$ cat config.mk
export PLATFORM = sky130hd
export DESIGN_NAME = psc_control
export DESIGN_NICKNAME = d
export VERILOG_FILES = /design/src/verilog/psc_control.v /design/src/verilog/psc_sync.v
export VERILOG_INCLUDE_DIRS = /design/src /design/src/verilog
export SDC_FILE = /design/constraint.sdc
export NUM_CORES = 1
export LEC_CHECK = 0
export ABC_AREA = 1
export BUFFER_PORTS_ARGS = -buffer_cell sky130_fd_sc_hd__buf_2
export CAP_MARGIN = 15
export CORE_MARGIN = 5
export CORE_UTILIZATION = 45
export CTS_CLUSTER_DIAMETER = 60
export DETAILED_ROUTE_END_ITERATION = 10
export PLACE_DENSITY = 0.79
export SYNTH_ARGS = -nofsm -noshare
export SYNTH_HDL_FRONTEND = slang
export SYNTH_SLANG_ARGS = --single-unit
$ cat constraint.sdc
create_clock -name clock_i -period 1.4 [get_ports clock_i]
set_clock_uncertainty 0.15 [all_clocks]
set_input_delay 0.28 -clock clock_i [delete_from_list [all_inputs] [get_ports clock_i]]
set_output_delay 0.28 -clock clock_i [all_outputs]
set_load 0.01 [all_outputs]
$ cat src/verilog/psc_defines.vh
// psc_defines.vh: constants for the processor system control pin block
// assumes a single 25 MHz clock_i; included by its bare name
// Operation
// - processor cycle runs at twice input clock
// - flag pins 2,1,0 carry boot mode C,B,A
// - inputs recognised this cycle or the next
// - six interrupt inputs, common sampling rule
// - flag outputs change on output clock fall
// - bus request synchronised before grant logic
// - bus request acted on this or next cycle
// - strobes float before grant goes low
// - grant goes high before strobes re-enable
// - grant hang asserted only after strobes float
`ifndef PSC_DEFINES_VH
`define PSC_DEFINES_VH
// ----------------------------------------------------------------
// widths and field positions
// ----------------------------------------------------------------
`define PSC_PF_W        8
`define PSC_IRQ_W       6
`define PSC_SEL_W       5
`define PSC_MODE_W      3
`define PSC_MODE_A_BIT  0
`define PSC_MODE_C_BIT  2
// irq vector order: general 0..2, level 0, level 1, extra edge
`define PSC_IRQ_LVL0    3
`define PSC_IRQ_LVL1    4
// ----------------------------------------------------------------
// reset values and timing
// ----------------------------------------------------------------
`define PSC_MODE_RST    3'h0
`define PSC_LOCK_CYC    2000
`define PSC_LOCK_W      11
`endif

$ cat src/verilog/psc_control.v
// psc_control.v: processor clock, reset qualifying, boot straps,
// interrupt and flag sampling, bus request and grant handshake
// assumes clock_i is the doubled processor cycle, rst_i synchronous
`timescale 1ns/10ps
`include "psc_defines.vh"
module psc_control #(
  parameter LOCK_CYC = `PSC_LOCK_CYC
) (
  input  wire                   clock_i,
  input  wire                   rst_i,
  input  wire                   ext_clock_in_i,
  input  wire                   bus_request_n_i,
  input  wire                   need_bus_i,
  input  wire [`PSC_IRQ_W-1:0]  ext_interrupt_inputs_n_i,
  input  wire                   serial_flag_input_i,
  input  wire [`PSC_PF_W-1:0]   prog_flag_pins_i,
  input  wire [`PSC_PF_W-1:0]   pf_out_val_i,
  input  wire [`PSC_PF_W-1:0]   pf_out_en_i,
  input  wire [2:0]             flag_out_val_i,
  input  wire                   serial_flag_val_i,
  input  wire [`PSC_SEL_W+1:0]  strobes_n_i,
  input  wire [`PSC_IRQ_W-1:0]  irq_clear_i,
  output reg                    proc_clock_out_o,
  output reg                    core_reset_o,
  output reg                    pll_locked_o,
  output reg  [`PSC_MODE_W-1:0] boot_mode_o,
  output reg  [`PSC_IRQ_W-1:0]  irq_pending_o,
  output reg                    serial_flag_o,
  output reg  [`PSC_PF_W-1:0]   pf_sampled_o,
  output reg  [`PSC_PF_W-1:0]   prog_flag_pins_o,
  output reg  [`PSC_PF_W-1:0]   prog_flag_pins_oe_o,
  output reg                    flag_output_0_o,
  output reg                    flag_output_1_o,
  output reg                    flag_output_2_o,
  output reg                    serial_flag_out_o,
  output reg  [`PSC_SEL_W+1:0]  strobes_n_o,
  output reg                    strobes_oe_o,
  output reg                    bus_grant_n_o,
  output reg                    grant_hang_n_o
);
  // ----------------------------------------------------------------
  // pin synchronisers
  // ----------------------------------------------------------------
  wire                  ck_s;
  wire                  br_n_s;
  wire [`PSC_IRQ_W-1:0] irq_n_s;
  wire                  fi_s;
  wire [`PSC_PF_W-1:0]  pf_s;

  psc_sync #(.W(`PSC_IRQ_W + `PSC_PF_W + 3)) u_sync (
    .clock_i (clock_i),
    .rst_i   (rst_i),
    .d_i     ({ext_clock_in_i, bus_request_n_i, serial_flag_input_i,
               ext_interrupt_inputs_n_i, prog_flag_pins_i}),
    .q_o     ({ck_s, br_n_s, fi_s, irq_n_s, pf_s})
  );

  // ----------------------------------------------------------------
  // processor clock and cycle enable
  // ----------------------------------------------------------------
  // output clock toggles each clock_i unless a realign finds it high: one processor cycle per two
  // clock_i edges, the input clock period being two processor cycles
  reg  ck_d;
  // a realign holds the output high, so that edge is no fall
  wire realign = ck_s & ~ck_d;
  wire fall_en = proc_clock_out_o & ~realign;
  wire rise_en = ~proc_clock_out_o;

  always @(posedge clock_i) begin
    if (rst_i) begin
      proc_clock_out_o <= 1'b0;
      // matches the synchroniser reset level: no false edge after reset
      ck_d             <= 1'b1;
    end else begin
      ck_d <= ck_s;
      // realign so the output rises with each input clock rise
      if (realign) begin
        proc_clock_out_o <= 1'b1;
      end else begin
        proc_clock_out_o <= ~proc_clock_out_o;
      end
    end
  end

  // ----------------------------------------------------------------
  // reset qualifying and boot straps
  // ----------------------------------------------------------------
  // counted in clock_i cycles, more than enough input cycles
  reg [`PSC_LOCK_W-1:0] lock_cnt;

  always @(posedge clock_i) begin
    if (rst_i) begin
      core_reset_o <= 1'b1;
      boot_mode_o  <= `PSC_MODE_RST;
    end else begin
      core_reset_o <= ~pll_locked_o;
      // straps caught once, at the release edge only
      if (core_reset_o & pll_locked_o)
        boot_mode_o <= pf_s[`PSC_MODE_C_BIT:`PSC_MODE_A_BIT];
    end
  end

  // every reset restarts the lock wait; straps then pass the flush
  always @(posedge clock_i) begin
    if (rst_i) begin
      lock_cnt     <= {`PSC_LOCK_W{1'b0}};
      pll_locked_o <= 1'b0;
    end else if (!pll_locked_o) begin
      if (lock_cnt == LOCK_CYC[`PSC_LOCK_W-1:0] - 1'b1)
        pll_locked_o <= 1'b1;
      lock_cnt <= lock_cnt + 1'b1;
    end
  end

  // ----------------------------------------------------------------
  // interrupts and flag inputs
  // ----------------------------------------------------------------
  // edge lines latch a falling edge; level lines follow the pin
  reg  [`PSC_IRQ_W-1:0] irq_d;
  wire [`PSC_IRQ_W-1:0] lvl_mask =
    ({{(`PSC_IRQ_W-1){1'b0}}, 1'b1} << `PSC_IRQ_LVL0) |
    ({{(`PSC_IRQ_W-1){1'b0}}, 1'b1} << `PSC_IRQ_LVL1);
  wire [`PSC_IRQ_W-1:0] edge_hit = irq_d & ~irq_n_s & ~lvl_mask;

  always @(posedge clock_i) begin
    if (rst_i) begin
      irq_d         <= {`PSC_IRQ_W{1'b1}};
      irq_pending_o <= {`PSC_IRQ_W{1'b0}};
      serial_flag_o <= 1'b0;
      pf_sampled_o  <= {`PSC_PF_W{1'b0}};
    end else begin
      irq_d <= irq_n_s;
      // set wins over clear for edge lines
      irq_pending_o <= (lvl_mask & ~irq_n_s) |
                       (~lvl_mask & ((irq_pending_o & ~irq_clear_i)
                                     | edge_hit));
      // sampled at each cycle: a miss is taken next cycle
      if (fall_en) begin
        serial_flag_o <= fi_s;
        pf_sampled_o  <= pf_s;
      end
    end
  end

  // ----------------------------------------------------------------
  // flag outputs
  // ----------------------------------------------------------------
  always @(posedge clock_i) begin
    if (rst_i) begin
      prog_flag_pins_o    <= {`PSC_PF_W{1'b0}};
      prog_flag_pins_oe_o <= {`PSC_PF_W{1'b0}};
      flag_output_0_o     <= 1'b0;
      flag_output_1_o     <= 1'b0;
      flag_output_2_o     <= 1'b0;
      serial_flag_out_o   <= 1'b0;
    end else if (fall_en) begin
      prog_flag_pins_o    <= pf_out_val_i;
      prog_flag_pins_oe_o <= pf_out_en_i & {`PSC_PF_W{~core_reset_o}};
      flag_output_0_o     <= flag_out_val_i[0];
      flag_output_1_o     <= flag_out_val_i[1];
      flag_output_2_o     <= flag_out_val_i[2];
      serial_flag_out_o   <= serial_flag_val_i;
    end
  end

  // ----------------------------------------------------------------
  // bus request and grant
  // ----------------------------------------------------------------
  localparam [3:0] ST_OWN   = 4'h1;
  localparam [3:0] ST_FLOAT = 4'h2;
  localparam [3:0] ST_GRANT = 4'h4;
  localparam [3:0] ST_BACK  = 4'h8;
  reg [3:0] state;
  reg [3:0] next_state;

  always @* begin
    case (state)
      ST_OWN:   next_state = (!br_n_s && rise_en) ? ST_FLOAT
                                                  : ST_OWN;
      ST_FLOAT: next_state = ST_GRANT;
      ST_GRANT: next_state = br_n_s ? ST_BACK : ST_GRANT;
      ST_BACK:  next_state = ST_OWN;
      default:  next_state = ST_OWN;
    endcase
  end

  always @(posedge clock_i) begin
    if (rst_i) begin
      state          <= ST_OWN;
      strobes_oe_o   <= 1'b0;
      strobes_n_o    <= {(`PSC_SEL_W+2){1'b1}};
      bus_grant_n_o  <= 1'b1;
      grant_hang_n_o <= 1'b1;
    end else begin
      state       <= next_state;
      strobes_n_o <= strobes_n_i;
      // drives only after the grant is high again
      strobes_oe_o <= ~core_reset_o & (next_state == ST_OWN) &
                      (state != ST_BACK);
      // grant low one cycle after strobes float
      bus_grant_n_o <= ~(next_state == ST_GRANT);
      grant_hang_n_o <= ~((state == ST_GRANT) && (next_state == ST_GRANT)
                          && need_bus_i);
    end
  end
endmodule

$ cat src/verilog/psc_sync.v
// psc_sync.v: two-stage synchroniser for a bus of pin inputs
// assumes inputs asynchronous to clock_i; no logic reads stage one
`timescale 1ns/10ps
module psc_sync #(
  parameter W = 1,
  parameter [W-1:0] RST = {W{1'b1}}
) (
  input  wire         clock_i,
  input  wire         rst_i,
  input  wire [W-1:0] d_i,
  output reg  [W-1:0] q_o
);
  reg [W-1:0] meta;

  always @(posedge clock_i) begin
    if (rst_i) begin
      meta <= RST;
      q_o  <= RST;
    end else begin
      meta <= d_i;
      q_o  <= meta;
    end
  end
endmodule
## After elaboration in Yosys (flattened, before gate mapping)

Index checks and enable logic that the tools add are counted.

- Register bits: 107
- Bits in latches: 0
- RAM bits: 0
- Bits in read-only memories: 0
- Input port bits: 53
- Output and inout port bits: 51
- Logic and storage cells: 60
- Memories kept: 0

- Add/sub/neg operators: 1
- Multiply operators: 0
- Div/mod/pow operators: 0
- Magnitude comparators: 0
- Equality and inequality tests: 7
- Shifts and indexed selects: 0
- Multiplexer cells: 6
- Bitwise operators: 19
- Reductions and logical operators: 4

Operators by type and width:

| operator | number |
|---|---|
| AND 6 bit | 2 |
| inverter 6 bit | 2 |
| case mux 4 bit (3 select lines) | 1 |
| adder 11 x 1 -> 11 bit (second input constant) | 1 |
| equality test 11 bit (second input constant) | 1 |
| AND 8 bit | 1 |
| equality test 4 x 1 -> 1 bit (second input constant) | 2 |
| equality test 4 x 3 -> 1 bit (second input constant) | 2 |
| inverter 1 bit | 7 |
| OR 5 x 6 -> 6 bit | 1 |
| OR 6 bit | 1 |
| AND 1 bit | 5 |
| equality test 4 x 2 -> 1 bit (second input constant) | 1 |
| 2-to-1 mux 4 bit | 1 |
| != test 4 bit (second input constant) | 1 |
| logical AND 1 bit | 3 |
| 2-to-1 mux 1 bit | 3 |
| 2-to-1 mux 2 bit | 1 |
| logical NOT 1 bit | 1 |

## Depth between registers and ports, before layout

- Depth in word-level cells: 8
- Mapped depth: 8
- Mapped depth without buffers: 7

## Modules after synthesis

Synthesis repeated with hierarchy kept, for this count alone.

- Cell total of the unflattened synthesis: 410
- Area, all modules: 3504.6 sq um

By module, submodules not included:

| module | instances | cells each | area each (sq um) | seq. area each (sq um) |
|---|---|---|---|---|
| psc_control | 1 | 304 | 2522.4 | 1421.4 |
| psc_sync | 1 | 106 | 982.2 | 680.7 |

## Worst setup path before layout

Ideal clock, no wire load.

- Path kind: register to register
- From: register pll_locked_o
- To: register lock_cnt[8]
- Setup time: 0.116 ns
- Data arrival time: 0.968 ns
- Path slack: 0.167 ns
- Cell stages (with the launch flop): 8
- Clock period less this slack: 1.233 ns
- Cells stage by stage: dfxtp_1 -> buf_6 -> clkinv_2 -> nand2_2 -> nor2_4 -> nand2_1 -> o21ai_0 -> nor2_1

RTL lines:

| what | line | text |
|---|---|---|
| start, declared | psc_control.v:25 | `output reg pll_locked_o,` |
| start signal, assigned | psc_control.v:107 | `pll_locked_o <= 1'b0;` |
| start signal, assigned | psc_control.v:110 | `pll_locked_o <= 1'b1;` |
| end signal, assigned | psc_control.v:106 | `` lock_cnt <= {`PSC_LOCK_W{1'b0}}; `` |
| end signal, assigned | psc_control.v:111 | `lock_cnt <= lock_cnt + 1'b1;` |
| end, declared | psc_control.v:89 | `` reg [`PSC_LOCK_W-1:0] lock_cnt; `` |

## Final worst setup path

- From: register core_reset_o
- To: output port core_reset_o

RTL lines:

| what | line | text |
|---|---|---|
| start, declared | psc_control.v:24 | `output reg core_reset_o,` |
| start signal, assigned | psc_control.v:96 | `core_reset_o <= ~pll_locked_o;` |

No word-level cell between the ends.

==> flow_summary.toml <==
[cts]
clk_latency_ns = 0.38
cts_made_buffers = 9
root_buffer = "clkbuf_8"
clock-sinks = 105
path_clk_slew_ns = 0.11
clk_path_buf_depth = 2
tritoncts = "yes"
htree_levels = 3

[global_routing]
grt_overflow = 0
grt_max_degree = 40
antenna_found_initial = 0
grt.total_usage_pct = 16.2
grt_first_pass_wirelength_um = 12700
grt_pass1_vias = 2838

[sta]
worstMarginPinSlew_ns = 0.322
hold_violations = 0
rsz0062_at_grt = "false"
slew_headroom_pct = 78.5
finalSetupViolations = 0
tns_ns = 0
fmax_mhz = 742
fin_crit_ns = 1.35
slew_violations = 0
timing.hold.ws_ns = 0.00698
period_share_pct = 96.2

[synthesis]
synth.distinct_cells = 27
synthXorXnorAreaFrac_pct = 0.255
synth.area.mux_share_pct = 0
synthAdderAreaFrac_pct = 0.364
ys.flop_type = "dfxtp_1"
seq_area_frac_synth_pct = 61.2
synth_top_family_by_area = "simple AND/OR/NAND/NOR gates"
yosys_warnings = 0
netlist_top_cells_count = "105 x dfxtp_1, 68 x nor2_1, 45 x or2_2, 40 x nand2_1, 29 x o21ai_0"
synth_top_area_cell = "dfxtp_1"
synth-compound-area-share_pct = 6.67
syn_area_mm2 = 0.00343
ys_async_sr_fraction_pct = 0
synthTopCellsByArea = "dfxtp_1 61%, or2_2 8.2%, nor2_1 7.4%, nand2_1 4.4%, o21ai_0 4.2%"
synth_top_area_share_pct = 61.2
ys_ff_latch = 105
synth_most_common_cell = "dfxtp_1"
synth-edff-count = 0
syn-num-nets = 433
avgSynthCellArea_um2 = 9.06
yosys.area_share.simple_pct = 25.5
synth_cells = 379

[detailed_routing]
drc_errors = 0
postRouteAntennaNets = 0
firstDrtPassIters = 4
wl_um = 7530
vias = 2849
drt_iter0_drc = 87
via_per_inst = 4.55
avgRoutedWirePerCell_um = 12.0

[floorplanning]
coreArea_mm2 = 0.00733
initial_core_util_pct = 46.9
rows = 31
die_h_um = 97.4
die_area_mm2 = 0.00948
die_w_um = 97.4
io_pins = 104

[worst_setup_path]
worstSetupPathDepth = 1
cp_cell_sequence = "buf_2"
start_kind = "flop"
cp_data_required_time_ns = 0.97
cp_slowest_cell = "dfxtp_2"
max_stage_delay_ns = 0.40
path_class = "flop to primary output"
crit_fanout = 3
critPathBufInv = 1
crit_path_end_kind = "primary output"
r2r_cells = 7
cp_data_arrival_time_ns = 0.92
cpLargestDelayFamily = "flip-flops"

[power]
p_leak_uw = 0.00219
p_per_area_mw_per_mm2 = 1180
vdd_drop_max_mv = 0.794
p_total_uw = 5530

[run_status]
outcome = "complete, no violations"

[place]
place_congestion = 0.773
hpwl_um = 4870
dp_cells = 570
placed_area_mm2 = 0.00406
port_buffers = 101

[finish]
multi_input_area_mm2 = 0.00113
nets = 576
finalInstanceArea_mm2 = 0.00469
drive_gt1_share_pct = 35.9
antenna_cells = 0
seq_area_mm2 = 0.00211
syn2layout_area_growth_pct = 36.4
layoutNonFillerInstCount = 626
nFillCells = 584

[hold_path]
holdPathStages = 3
hold_path_class = "input pin to flop"

[run]
max_cap_violations = 0
## per-layer routing
| layer | part of all wire (%) | track usage (%) | vias up | routed length [um] |
|---|---|---|---|---|
| met3 | 6.4 | 4.81 | 21 | 484 |
| met4 | 2.8 | 8.09 | 0 | 208 |
| met1 | 40 | 17.6 | 1266 | 3010 |
| met2 | 51 | 28.6 | 84 | 3820 |
| met5 | 0 | 0 | - | 0 |
| li1 | - | - | 1478 | - |
## power breakdown
part / total, uW / internal, uW / switching, uW / leakage, uW
Clock: 1850 / 716 / 1130 / 0.000101
Combinational: 518 / 274 / 244 / 0.00123
Sequential: 3160 / 3110 / 50.9 / 0.000864
## cells in the final DEF (no fill, tap or decap), types with 2 or more instances in the layout
cell type / instances
o32ai_1: 4
inv_1: 25
a21oi_1: 5
buf_4: 5
dfxtp_1: 101
nand3_1: 17
nand2_2: 3
o21ai_0: 28
clkbuf_8: 9
inv_8: 3
nor2_1: 68
nor2_4: 2
buf_12: 3
dfxtp_2: 3
nor3_1: 3
or2_2: 45
nand4_1: 3
clkinv_8: 2
dlygate4sd3_1: 38
inv_2: 3
nor2_2: 3
buf_2: 101
nand2_1: 39
## registers in the layout, summed over array words and instances, names as in the netlist, 6 cells and up
signal               count
u_sync.meta             17
u_sync.q_o              17
lock_cnt                11
pf_sampled_o             8
prog_flag_pins_o         8
prog_flag_pins_oe_o      8
strobes_n_o              7
irq_pending_o            6
## logic make-up (layout without fill, tap and decap cells)
group	count (synthesis)	after routing
buf+inv	46	194
flops	105	105
xor+xnor	1	1
fa+ha+maj	1	1
simple gates	185	185
compound gates	41	41
## repair_timing
item                                   in CTS  in global routing
endpoints found under the hold margin      38                  0
resized for setup                           3                  9
setup endpoints to repair                   2                 29
buffers inserted                            0                  2
hold buffers                               38                  0
## final timing paths
check,endpoint,slack [ns],from
worst max register to register,prog_flag_pins_oe_o[1]$_SDFFE_PP0P_,0.11,u_sync.q_o[16]$_SDFF_PP1_
worst min-delay path,prog_flag_pins_o[6]$_SDFFE_PP0P_,0.007,pf_out_val_i[6]
worst max-delay path,core_reset_o,0.05,core_reset_o$_SDFF_PP1_
worst min register to register,irq_pending_o[3]$_SDFF_PP0_,0.24,u_sync.q_o[11]$_SDFF_PP1_
## area by class of cell
class	instances	area share, %
clock buffers	9	2.64
clock inverters	7	1.76
inverters	30	2.48
multi-input cells	228	24.2
flip-flops and latches	105	45.0
well taps	99	2.64
repair buffers	148	21.2
## through the flow
step,worst slack (ns),utilization [%]
2_1_floorplan,0.167,-
3_3_place_gp,0.105,55.4
3_5_place_dp,0.0225,55.4
4_1_cts,0.00425,63.5
5_1_grt,0.000148,63.9
6_report,0.0531,63.9
Power figures use the tool's default switching activity.
